[src/logic/host_bus_ready_decode_regs.svh]
// Purpose: named constants of the host bus ready and decode block
// Assumes: included by bare name; guard prevents double inclusion
// Notes: widths, field positions, thresholds, reset values and fixed values only
//
// Behaviour
// - strap low selects local-bus mode, else burst-DMA mode, for synchronous cycles
// - strap never changes asynchronous ready behaviour
// - async ready release edge is timed by the internal oscillator clock
// - async ready held off while the no-wait bit is cleared
// - async read waits while read fifo holds fewer than 4 bytes
// - async write waits while write fifo is full
// - local-bus mode: sync ready idles high, pulses low on bus clock to complete
// - burst mode: ready-return sampled on falling bus clock, reads wait for high
// - single interrupt output raised on any enabled status event
// - old interrupt-line select bits are reserved and ignored
// - local-device hit when qualifier low and upper address matches base high byte
// - local-device hit is combinational from unlatched address and qualifier
// - data-path select low grants packet data access regardless of address
// - data-path select transfers are 32 bits wide, bursts both ways
// - synchronous cycle is a write when direction is high, else a read
// - byte enables ignored while data-path select is low
// - address and qualifier latched on rising edge of the address strobe
// - address decoding enabled only while qualifier is low
`ifndef HOST_BUS_READY_DECODE_REGS_SVH
`define HOST_BUS_READY_DECODE_REGS_SVH

// ****************************************************************
// widths and fields
// ****************************************************************
`define UPPER_ADDR_W      12
`define LANE_W            4
`define BASE_HI_W         8
`define BASE_MATCH_HI     11
`define BASE_MATCH_LO     4
`define RD_FIFO_MIN_BYTES 4

// ****************************************************************
// reset and fixed values
// ****************************************************************
`define SRDY_N_RST        1'b1
`define LANES_ALL_ON_N    4'h0
`define LANES_RST_N       4'hf
`define ADDR_RST          12'h000
`define OD_LOW_LEVEL      1'b0

`endif

[src/logic/host_bus_ready_decode_pkg.sv]
// Purpose: types shared by the host bus ready and decode block
// Assumes: constants come from the _regs header
// Notes: used only through scoped names
`include "host_bus_ready_decode_regs.svh"

package host_bus_ready_decode_pkg;

  // ****************************************************************
  // pins that cross into the clk domain
  // ****************************************************************
  typedef struct packed {
    logic                       addrLatchStrobeN;
    logic                       hostBusClock;
    logic                       readStrobeN;
    logic                       writeStrobeN;
    logic                       dataPathSelectN;
    logic                       addrQualifier;
    logic                       cycleDirection;
    logic                       readyReturnN;
    logic                       localBusModeStrapN;
    logic [`LANE_W-1:0]         byteLaneEnablesN;
    logic [`UPPER_ADDR_W-1:0]   upperAddrLines;
  } pins_t;

  typedef enum logic [1:0] {
    SYNC_IDLE,
    SYNC_LB_ARM,
    SYNC_LB_DONE,
    SYNC_BURST_WAIT
  } sync_state_t;

  // ****************************************************************
  // whole state of the top module
  // ****************************************************************
  typedef struct packed {
    pins_t                      prev;
    logic                       strapTaken;
    logic                       localBusMode;
    sync_state_t                st;
    logic                       syncWrite;
    logic                       syncReadyN;
    logic                       burstDone;
    logic                       asyncReadyOe;
    logic                       hostIrq;
    logic [`UPPER_ADDR_W-1:0]   latchedAddr;
    logic                       latchedQual;
    logic                       regHit;
    logic                       dataGrant;
    logic [`LANE_W-1:0]         laneEnablesN;
  } state_t;

endpackage : host_bus_ready_decode_pkg

[src/logic/pin_sync.sv]
// Purpose: two-stage synchroniser for a bundle of pins
// Assumes: each bit is a level; multi-bit words are only used once settled
// Notes: first stage feeds only the second; no reset, so the stages fill while reset is held
`timescale 1ns/1ns

module pin_sync #(
  parameter int WIDTH = 1
) (
  input  wire logic             clk,
  input  wire logic [WIDTH-1:0] din,
  output logic      [WIDTH-1:0] dout
);

  typedef struct packed {
    logic [WIDTH-1:0] meta;
    logic [WIDTH-1:0] stable;
  } sync_t;

  sync_t stage_ff;
  sync_t nxt_stage;

  always_comb begin
    nxt_stage.meta   = din;
    nxt_stage.stable = stage_ff.meta;
  end

  // a reset here would show zeros for two edges after release: false edges, wrong strap
  always_ff @(posedge clk) begin
    stage_ff <= nxt_stage;
  end

  assign dout = stage_ff.stable;

endmodule : pin_sync

[src/logic/host_bus_ready_decode.sv]
// Purpose: host bus ready, wait, select decode and interrupt for the packet controller
// Assumes: clk is the internal oscillator clock; bus pins are asynchronous to it
// Notes: local-device hit is a pure gate path on the raw pins
`timescale 1ns/1ns
`include "host_bus_ready_decode_regs.svh"

module host_bus_ready_decode #(
  parameter int FIFO_CNT_W = 4,
  parameter int EVENT_W    = 8
) (
  input  wire logic                     clk,
  input  wire logic                     nrst,
  input  wire logic                     localBusModeStrapN,
  input  wire logic                     hostBusClock,
  input  wire logic                     readStrobeN,
  input  wire logic                     writeStrobeN,
  input  wire logic                     dataPathSelectN,
  input  wire logic                     addrQualifier,
  input  wire logic [`UPPER_ADDR_W-1:0] upperAddrLines,
  input  wire logic                     cycleDirection,
  input  wire logic [`LANE_W-1:0]       byteLaneEnablesN,
  input  wire logic                     addrLatchStrobeN,
  input  wire logic                     readyReturnN,
  input  wire logic                     noWaitBit,
  input  wire logic [`BASE_HI_W-1:0]    baseAddrHigh,
  input  wire logic [FIFO_CNT_W-1:0]    readFifoBytes,
  input  wire logic                     writeFifoFull,
  input  wire logic [EVENT_W-1:0]       statusEvents,
  input  wire logic [EVENT_W-1:0]       eventEnables,
  output logic                          asyncReadyOdOut,
  output logic                          asyncReadyOdOe,
  output logic                          syncReadyN,
  output logic                          syncCycleWrite,
  output logic                          burstReadDone,
  output logic                          hostIrq,
  output logic                          localDeviceHitN,
  output logic                          registerHit,
  output logic [`UPPER_ADDR_W-1:0]      latchedAddr,
  output logic                          dataPathGrant,
  output logic [`LANE_W-1:0]            effLaneEnablesN,
  output logic                          localBusModeOut
);

  // ****************************************************************
  // pin synchronisers
  // ****************************************************************
  host_bus_ready_decode_pkg::pins_t rawPins;
  host_bus_ready_decode_pkg::pins_t pins;
  host_bus_ready_decode_pkg::state_t s_ff;
  host_bus_ready_decode_pkg::state_t nxt_s;

  logic hostRise;
  logic hostFall;
  logic strobeRise;
  logic asyncRead;
  logic asyncWrite;
  logic asyncWait;
  logic syncStart;
  logic baseMatch;

  always_comb begin
    rawPins.addrLatchStrobeN   = addrLatchStrobeN;
    rawPins.hostBusClock       = hostBusClock;
    rawPins.readStrobeN        = readStrobeN;
    rawPins.writeStrobeN       = writeStrobeN;
    rawPins.dataPathSelectN    = dataPathSelectN;
    rawPins.addrQualifier      = addrQualifier;
    rawPins.cycleDirection     = cycleDirection;
    rawPins.readyReturnN       = readyReturnN;
    rawPins.localBusModeStrapN = localBusModeStrapN;
    rawPins.byteLaneEnablesN   = byteLaneEnablesN;
    rawPins.upperAddrLines     = upperAddrLines;
  end

  pin_sync #(
    .WIDTH ($bits(host_bus_ready_decode_pkg::pins_t))
  ) u_pin_sync (
    .clk  (clk),
    .din  (rawPins),
    .dout (pins)
  );

  // ****************************************************************
  // edge detection and cycle qualification
  // ****************************************************************
  // bus clock is sampled, so edges are seen one to two clk periods late
  assign hostRise   = pins.hostBusClock & ~s_ff.prev.hostBusClock;
  assign hostFall   = ~pins.hostBusClock & s_ff.prev.hostBusClock;
  assign strobeRise = pins.addrLatchStrobeN & ~s_ff.prev.addrLatchStrobeN;
  assign asyncRead  = ~pins.readStrobeN;
  assign asyncWrite = ~pins.writeStrobeN;
  // async wait ignores the strap on purpose
  assign asyncWait  = (asyncRead | asyncWrite) & (~noWaitBit
                    | (asyncRead & (readFifoBytes < FIFO_CNT_W'(`RD_FIFO_MIN_BYTES)))
                    | (asyncWrite & writeFifoFull));
  assign syncStart  = strobeRise & pins.readStrobeN & pins.writeStrobeN;
  assign baseMatch  = upperAddrLines[`BASE_MATCH_HI:`BASE_MATCH_LO] == baseAddrHigh;

  // ****************************************************************
  // next state
  // ****************************************************************
  always_comb begin
    nxt_s           = s_ff;
    nxt_s.prev      = pins;
    nxt_s.burstDone = 1'b0;
    // strap caught once after reset release, never under reset itself
    if (!s_ff.strapTaken) begin
      nxt_s.strapTaken   = 1'b1;
      nxt_s.localBusMode = ~pins.localBusModeStrapN;
    end
    // release is decided on clk, not on the host clock
    nxt_s.asyncReadyOe = asyncWait;
    nxt_s.hostIrq      = |(statusEvents & eventEnables);
    if (strobeRise) begin
      nxt_s.latchedAddr = pins.upperAddrLines;
      nxt_s.latchedQual = pins.addrQualifier;
    end
    nxt_s.regHit = ~nxt_s.latchedQual
                 & (nxt_s.latchedAddr[`BASE_MATCH_HI:`BASE_MATCH_LO] == baseAddrHigh);
    nxt_s.dataGrant = ~pins.dataPathSelectN;
    nxt_s.laneEnablesN = pins.dataPathSelectN ? pins.byteLaneEnablesN
                                              : `LANES_ALL_ON_N;
    case (s_ff.st)
      host_bus_ready_decode_pkg::SYNC_IDLE: begin
        if (syncStart && s_ff.strapTaken) begin
          nxt_s.syncWrite = pins.cycleDirection;
          if (s_ff.localBusMode) begin
            nxt_s.st = host_bus_ready_decode_pkg::SYNC_LB_ARM;
          end else if (!pins.cycleDirection) begin
            nxt_s.st = host_bus_ready_decode_pkg::SYNC_BURST_WAIT;
          end
        end
      end
      host_bus_ready_decode_pkg::SYNC_LB_ARM: begin
        if (hostRise) begin
          nxt_s.syncReadyN = 1'b0;
          nxt_s.st         = host_bus_ready_decode_pkg::SYNC_LB_DONE;
        end
      end
      host_bus_ready_decode_pkg::SYNC_LB_DONE: begin
        if (hostRise) begin
          nxt_s.syncReadyN = `SRDY_N_RST;
          nxt_s.st         = host_bus_ready_decode_pkg::SYNC_IDLE;
        end
      end
      host_bus_ready_decode_pkg::SYNC_BURST_WAIT: begin
        if (hostFall && pins.readyReturnN) begin
          nxt_s.burstDone = 1'b1;
          nxt_s.st        = host_bus_ready_decode_pkg::SYNC_IDLE;
        end
      end
      default: begin
        nxt_s.st         = host_bus_ready_decode_pkg::SYNC_IDLE;
        nxt_s.syncReadyN = `SRDY_N_RST;
      end
    endcase
  end

  always_ff @(posedge clk or negedge nrst) begin
    if (!nrst) begin
      s_ff              <= '0;
      s_ff.syncReadyN   <= `SRDY_N_RST;
      s_ff.latchedAddr  <= `ADDR_RST;
      s_ff.latchedQual  <= 1'b1;
      s_ff.laneEnablesN <= `LANES_RST_N;
      s_ff.prev.addrLatchStrobeN <= 1'b1;
      // bus clock idles high, so no false rise after release
      s_ff.prev.hostBusClock     <= 1'b1;
    end else begin
      s_ff <= nxt_s;
    end
  end

  // ****************************************************************
  // outputs
  // ****************************************************************
  // open drain: only ever pulls low, the board pull-up gives ready
  assign asyncReadyOdOut = `OD_LOW_LEVEL;
  assign asyncReadyOdOe  = s_ff.asyncReadyOe;
  assign syncReadyN      = s_ff.syncReadyN;
  assign syncCycleWrite  = s_ff.syncWrite;
  assign burstReadDone   = s_ff.burstDone;
  assign hostIrq         = s_ff.hostIrq;
  // no flip-flop here: the host needs the decode before its strobe
  assign localDeviceHitN = ~(~addrQualifier & baseMatch);
  assign registerHit     = s_ff.regHit;
  assign latchedAddr     = s_ff.latchedAddr;
  assign dataPathGrant   = s_ff.dataGrant;
  assign effLaneEnablesN = s_ff.laneEnablesN;
  assign localBusModeOut = s_ff.localBusMode;
endmodule : host_bus_ready_decode

[config.mk]
export PLATFORM = sky130hd
export DESIGN_NAME = host_bus_ready_decode
export DESIGN_NICKNAME = d
export VERILOG_FILES = /design/src/logic/host_bus_ready_decode_pkg.sv /design/src/logic/pin_sync.sv /design/src/logic/host_bus_ready_decode.sv
export VERILOG_INCLUDE_DIRS = /design/src /design/src/logic
export SDC_FILE = /design/constraint.sdc
export NUM_CORES = 1
export LEC_CHECK = 0
export BUFFER_PORTS_ARGS = -buffer_cell sky130_fd_sc_hd__buf_4
export CORE_AREA = 2 2 90 92
export DETAILED_ROUTE_END_ITERATION = 16
export DIE_AREA = 0 0 92 94
export PLACE_DENSITY = 0.64
export SLEW_MARGIN = 40
export SYNTH_ARGS = -nofsm -noshare
export SYNTH_HDL_FRONTEND = slang
export SYNTH_SLANG_ARGS = --single-unit
[constraint.sdc]
create_clock -name clk -period 3.27 [get_ports clk]
set_input_delay 0.4905 -clock clk [delete_from_list [all_inputs] [get_ports clk]]
set_output_delay 0.4905 -clock clk [all_outputs]
set_load 0.01 [all_outputs]
## Word-level counts from Yosys, hierarchy flattened

Cells that the tools add are included.
Widths: inputs -> output; s select.

| word-level totals | value |
|---|---|
| input port bits | 57 |
| register bits | 80 |
| word-level logic and storage cells | 76 |

| cells by class | value |
|---|---|
| bitwise operators | 25 |
| equal/unequal tests | 10 |
| reduce and logical (&&, ||, !) cells | 8 |
| multiplexer cells | 14 |
| $lt $le $gt $ge | 1 |

Operators by type and width:

| kind | number |
|---|---|
| $eq 8x8->1 | 2 |
| $mux 13 | 1 |
| $not 1->1 | 11 |
| $and 1x1->1 | 10 |
| $mux 2 | 5 |
| $and 8x8->8 | 1 |
| $ne 2x2->1 const B | 4 |
| $pmux 2 s4 | 1 |
| $reduce_or 8->1 | 1 |
| $reduce_and 5->1 | 1 |
| $eq 2x2->1 const B | 2 |
| $lt 4x3->1 const B | 1 |
| $mux 1 | 4 |
| $mux 4 | 1 |
| $mux 3 | 1 |
| $ne 3x3->1 const B | 1 |
| $or 1x1->1 | 3 |
| $reduce_and 3->1 | 1 |
| $eq 2x1->1 const B | 1 |
| $logic_and 1x1->1 | 2 |
| $logic_not 2->1 | 1 |
| $pmux 1 s2 | 1 |
| $reduce_and 2->1 | 1 |
| $reduce_bool 2->1 | 1 |

## Logic depth before layout (Yosys ltp)

| depth | value |
|---|---|
| depth in word-level cells | 7 |
| mapped depth | 6 |
| mapped depth without buffers | 5 |

## Cells and area by module

A second synthesis with hierarchy kept.

| second synthesis, totals | value |
|---|---|
| cell total of the unflattened synthesis | 184 |
| area, all modules | 2555.0 µm² |

By module, submodules not included:

| module | instances | cells each | area an instance (µm²) |
|---|---|---|---|
| host_bus_ready_decode | 1 | 134 | 1554.0 |
| pin_sync | 1 | 50 | 1001.0 |

## Worst setup path before layout

OpenSTA, ideal clock, no wires.

| timing path | value |
|---|---|
| path type | in2out |
| start point | in baseAddrHigh[0] |
| end point | out localDeviceHitN |
| arrival | 1.003 ns |
| stages | 4 |
| path slack | 1.776 ns |
| path through | xnor2_1 -> nand4_1 -> nor3_1 -> nand4_1 |

| between the ends | value |
|---|---|
| cells in the longest elaborated chain, start to end | 3 |

RTL lines:

| item | RTL line | RTL |
|---|---|---|
| start, declared | host_bus_ready_decode.sv:25 | `` input wire logic [`BASE_HI_W-1:0] baseAddrHigh, `` |
| $eq 8x8->1 | host_bus_ready_decode.sv:97 | `` assign baseMatch = upperAddrLines[`BASE_MATCH_HI:`BASE_MATCH_LO] == baseAddrHigh; `` |
| $and 1x1->1 | host_bus_ready_decode.sv:185 | `assign localDeviceHitN = ~(~addrQualifier & baseMatch);` |
| $not 1->1 | host_bus_ready_decode.sv:185 |  |
| end, declared | host_bus_ready_decode.sv:36 | `output logic localDeviceHitN,` |

Every way passes these cells.

## Final worst setup path

| timing path | value |
|---|---|
| start point | in baseAddrHigh[5] |
| end point | out localDeviceHitN |

Same word-level chain as after synthesis.

==> impl_metrics.toml <==
[worst_setup_path]
crit_path_max_fanout = 5
cp.arrival_ns = 1.36
start_kind = "input port"
critical_path_required_ns = 2.78
worstSetupEndpointType = "output port"
path_class = "input port to output port"
reg2reg_slack_ns = 1.44

[run_status]
status = "completed"

[synth]
synth_xor_area_share_pct = 5.374
synthTopCellsByArea = "dfxtp_1 (38%), dfrtp_1 (21%), dfstp_2 (8.1%)"
synth_top_area_share_pct = 38.39
synthesis.nets = 250
yosys.area.top_type = "dfxtp_1"
synthDistinctLibCells = 41
synth_edf_count = 0
syn_area_mm2 = 0.002608
avgSynthCellArea_um2 = 13.51
synth.most_common_cell = "dfxtp_1"
yosys.area_share.simple_pct = 6.142
synthTopCellsByCount = "dfxtp_1 (50), dfrtp_1 (22), buf_4 (17)"
seq_area_frac_synth_pct = 67.56
synth.area.mux_share_pct = 5.998
synth_top_family_by_area = "compound AO/OA/AOI/OAI gates"
synth_compound_area_share_pct = 7.678
async_reset_ff_share_pct = 37.50
synth-adder-area-share_pct = 0
netlist_instances = 193
yosys_warnings = 0
yosys_most_used_dff = "dfxtp_1"
synth.ff_latch_count = 80

[floorplanning]
rows = 32
die_area_mm2 = 0.008648
pin_count = 83
die_w_um = 92
core_region_area_mm2 = 0.007607
initial_core_util_pct = 34.28
chipHeight_um = 94

[sta]
min_period_ns = 1.851
fmax_mhz = 540.3
fin_skew_ns = 0.007153
relSlewSlack_pct = 56.77
rsz0062_at_grt = "false"
hold_ws_ns = 0.06852
finalCritPeriodShare_pct = 56.60
timing.final.ws_setup_ns = 1.419
tightest_slew_ns = 0.6471
setup_violations = 0
tns_ns = 0
hold_viol = 0
maxSlewViolCount = 0

[layout]
final_cells = 370
antennaDiodeCount = 0
postLayoutCoreUtil_pct = 44.61
drive_gt1_share_pct = 44.03
fin_nets = 320
area_growth_pct = 30.13
final_cell_area_mm2 = 0.003393

[clock_tree]
clock_sinks = 80
cts.path.max_buffers = 2
cts_made_buffers = 9
htreeDepth = 3
cts_setup_buffers = 0
cts_root_buffer = "clkbuf_8"
cts_hold_repair.buffers = 0
worstSkewPairLatency_ns = 0.34
cts_tree = "done"
post_cts_resized = 0
path_clk_slew_ns = 0.08

[route]
wl_um = 4467
drtIter0Drc = 33
vias_per_cell = 4.219
wl_per_cell_um = 12.07
vias = 1561
drc = 0
ant_nets = 0
dr.pass1.iters = 4

[flow_run]
max_cap_viol_count = 0

[grt]
antenna_found_initial = 0
grt_pass1_wl_um = 7293
grt_max_degree = 31
grt_usage_pct = 11.34
grt-ovfl-total = 0
grt_pass1_vias = 1579

[pwr]
p_leak_nw = 1.503
p_per_area_mw_per_mm2 = 609.8
total_power_mw = 2.069
ir_worst_vdd_uv = 266.3

[placed_design]
dp.cells = 354
preCtsSetupSlack_ns = 1.407
dp_hpwl_um = 3237
place_area_mm2 = 0.003181
gp_congestion = 0.7442
port_buffers = 79

[hold_path]
hp-class = "input port to asynchronous set/reset pin"
critical path: stages:
cell,delay (ns)
buf_4,0.13
xnor2_1,0.20
nand4_1,0.10
nor3_1,0.17
nand4_1,0.11
buf_4,0.16
final timing paths:
kind / end / depth (start not counted) / start
max: localDeviceHitN / 6 / baseAddrHigh[5]
min: latchedAddr[10] / 1 / nrst
max reg2reg: registerHit / 5 / s_ff[52]
min reg2reg: s_ff[52] / 0 / u_pin_sync.dout[24]
max in group asynchronous: effLaneEnablesN[1] / 1 / nrst
min in group clk: u_pin_sync.nxt_stage[17] / 1 / readyReturnN
power by group:
part	internal, mW	switching (mW)	leakage [nW]
registers	1.05	0.0339	0.771
logic	0.130	0.0900	0.628
clock network	0.430	0.333	0.104
total	1.61	0.457	1.50
placed cells by master (no fill, tap or decap), types with 3 or more instances in the layout:
cell type	n
a2111oi_0	3
a22oi_1	4
and2_1	4
buf_4	79
clkbuf_8	9
dfrtp_1	22
dfstp_2	8
dfxtp_1	50
inv_1	8
mux2_2	12
nand2_1	4
nand4_1	5
nor3_1	4
o21ai_0	4
o21ai_1	3
xnor2_1	10
xor2_1	6
layout make-up:
cell class                      instances  area, um2
Fill cell                             735       4214
Timing Repair Buffer                   79      593.1
Multi-Input combinational cell         84      664.4
Sequential cell                        80       1762
Clock inverter                          5      81.33
Tap cell                              102      127.6
Clock buffer                           11      131.4
Inverter                                9      33.78
flip-flops by register name, indices dropped and copies added, names as in the netlist:
name and count:
asyncReadyOdOe 1, syncCycleWrite 1, hostIrq 1, effLaneEnablesN 4, s_ff 6, syncReadyN 1
u_pin_sync.nxt_stage 25, localBusModeOut 1, u_pin_sync.dout 25, burstReadDone 1, dataPathGrant 1, latchedAddr 12
registerHit 1
logic make-up after synthesis:
| kind of cell | count (synthesis) |
|---|---|
| flip-flops | 80 |
| XOR/XNOR | 16 |
| other | 2 |
| buffers and inverters | 29 |
| multiplexers | 14 |
| AO/OA/AOI/OAI | 25 |
| AND/OR/NAND/NOR | 27 |
routing by layer:
layer	up-vias	share of wire (%)	wire length (um)	track usage (%)
met3	6	7.4	331	5.297
met4	0	1.5	67	4.851
met5	-	0	0	0
met1	716	45	1993	13.81
met2	63	46	2075	17.28
li1	776	-	-	-
No activity file was read; power rests on OpenSTA's default activity.
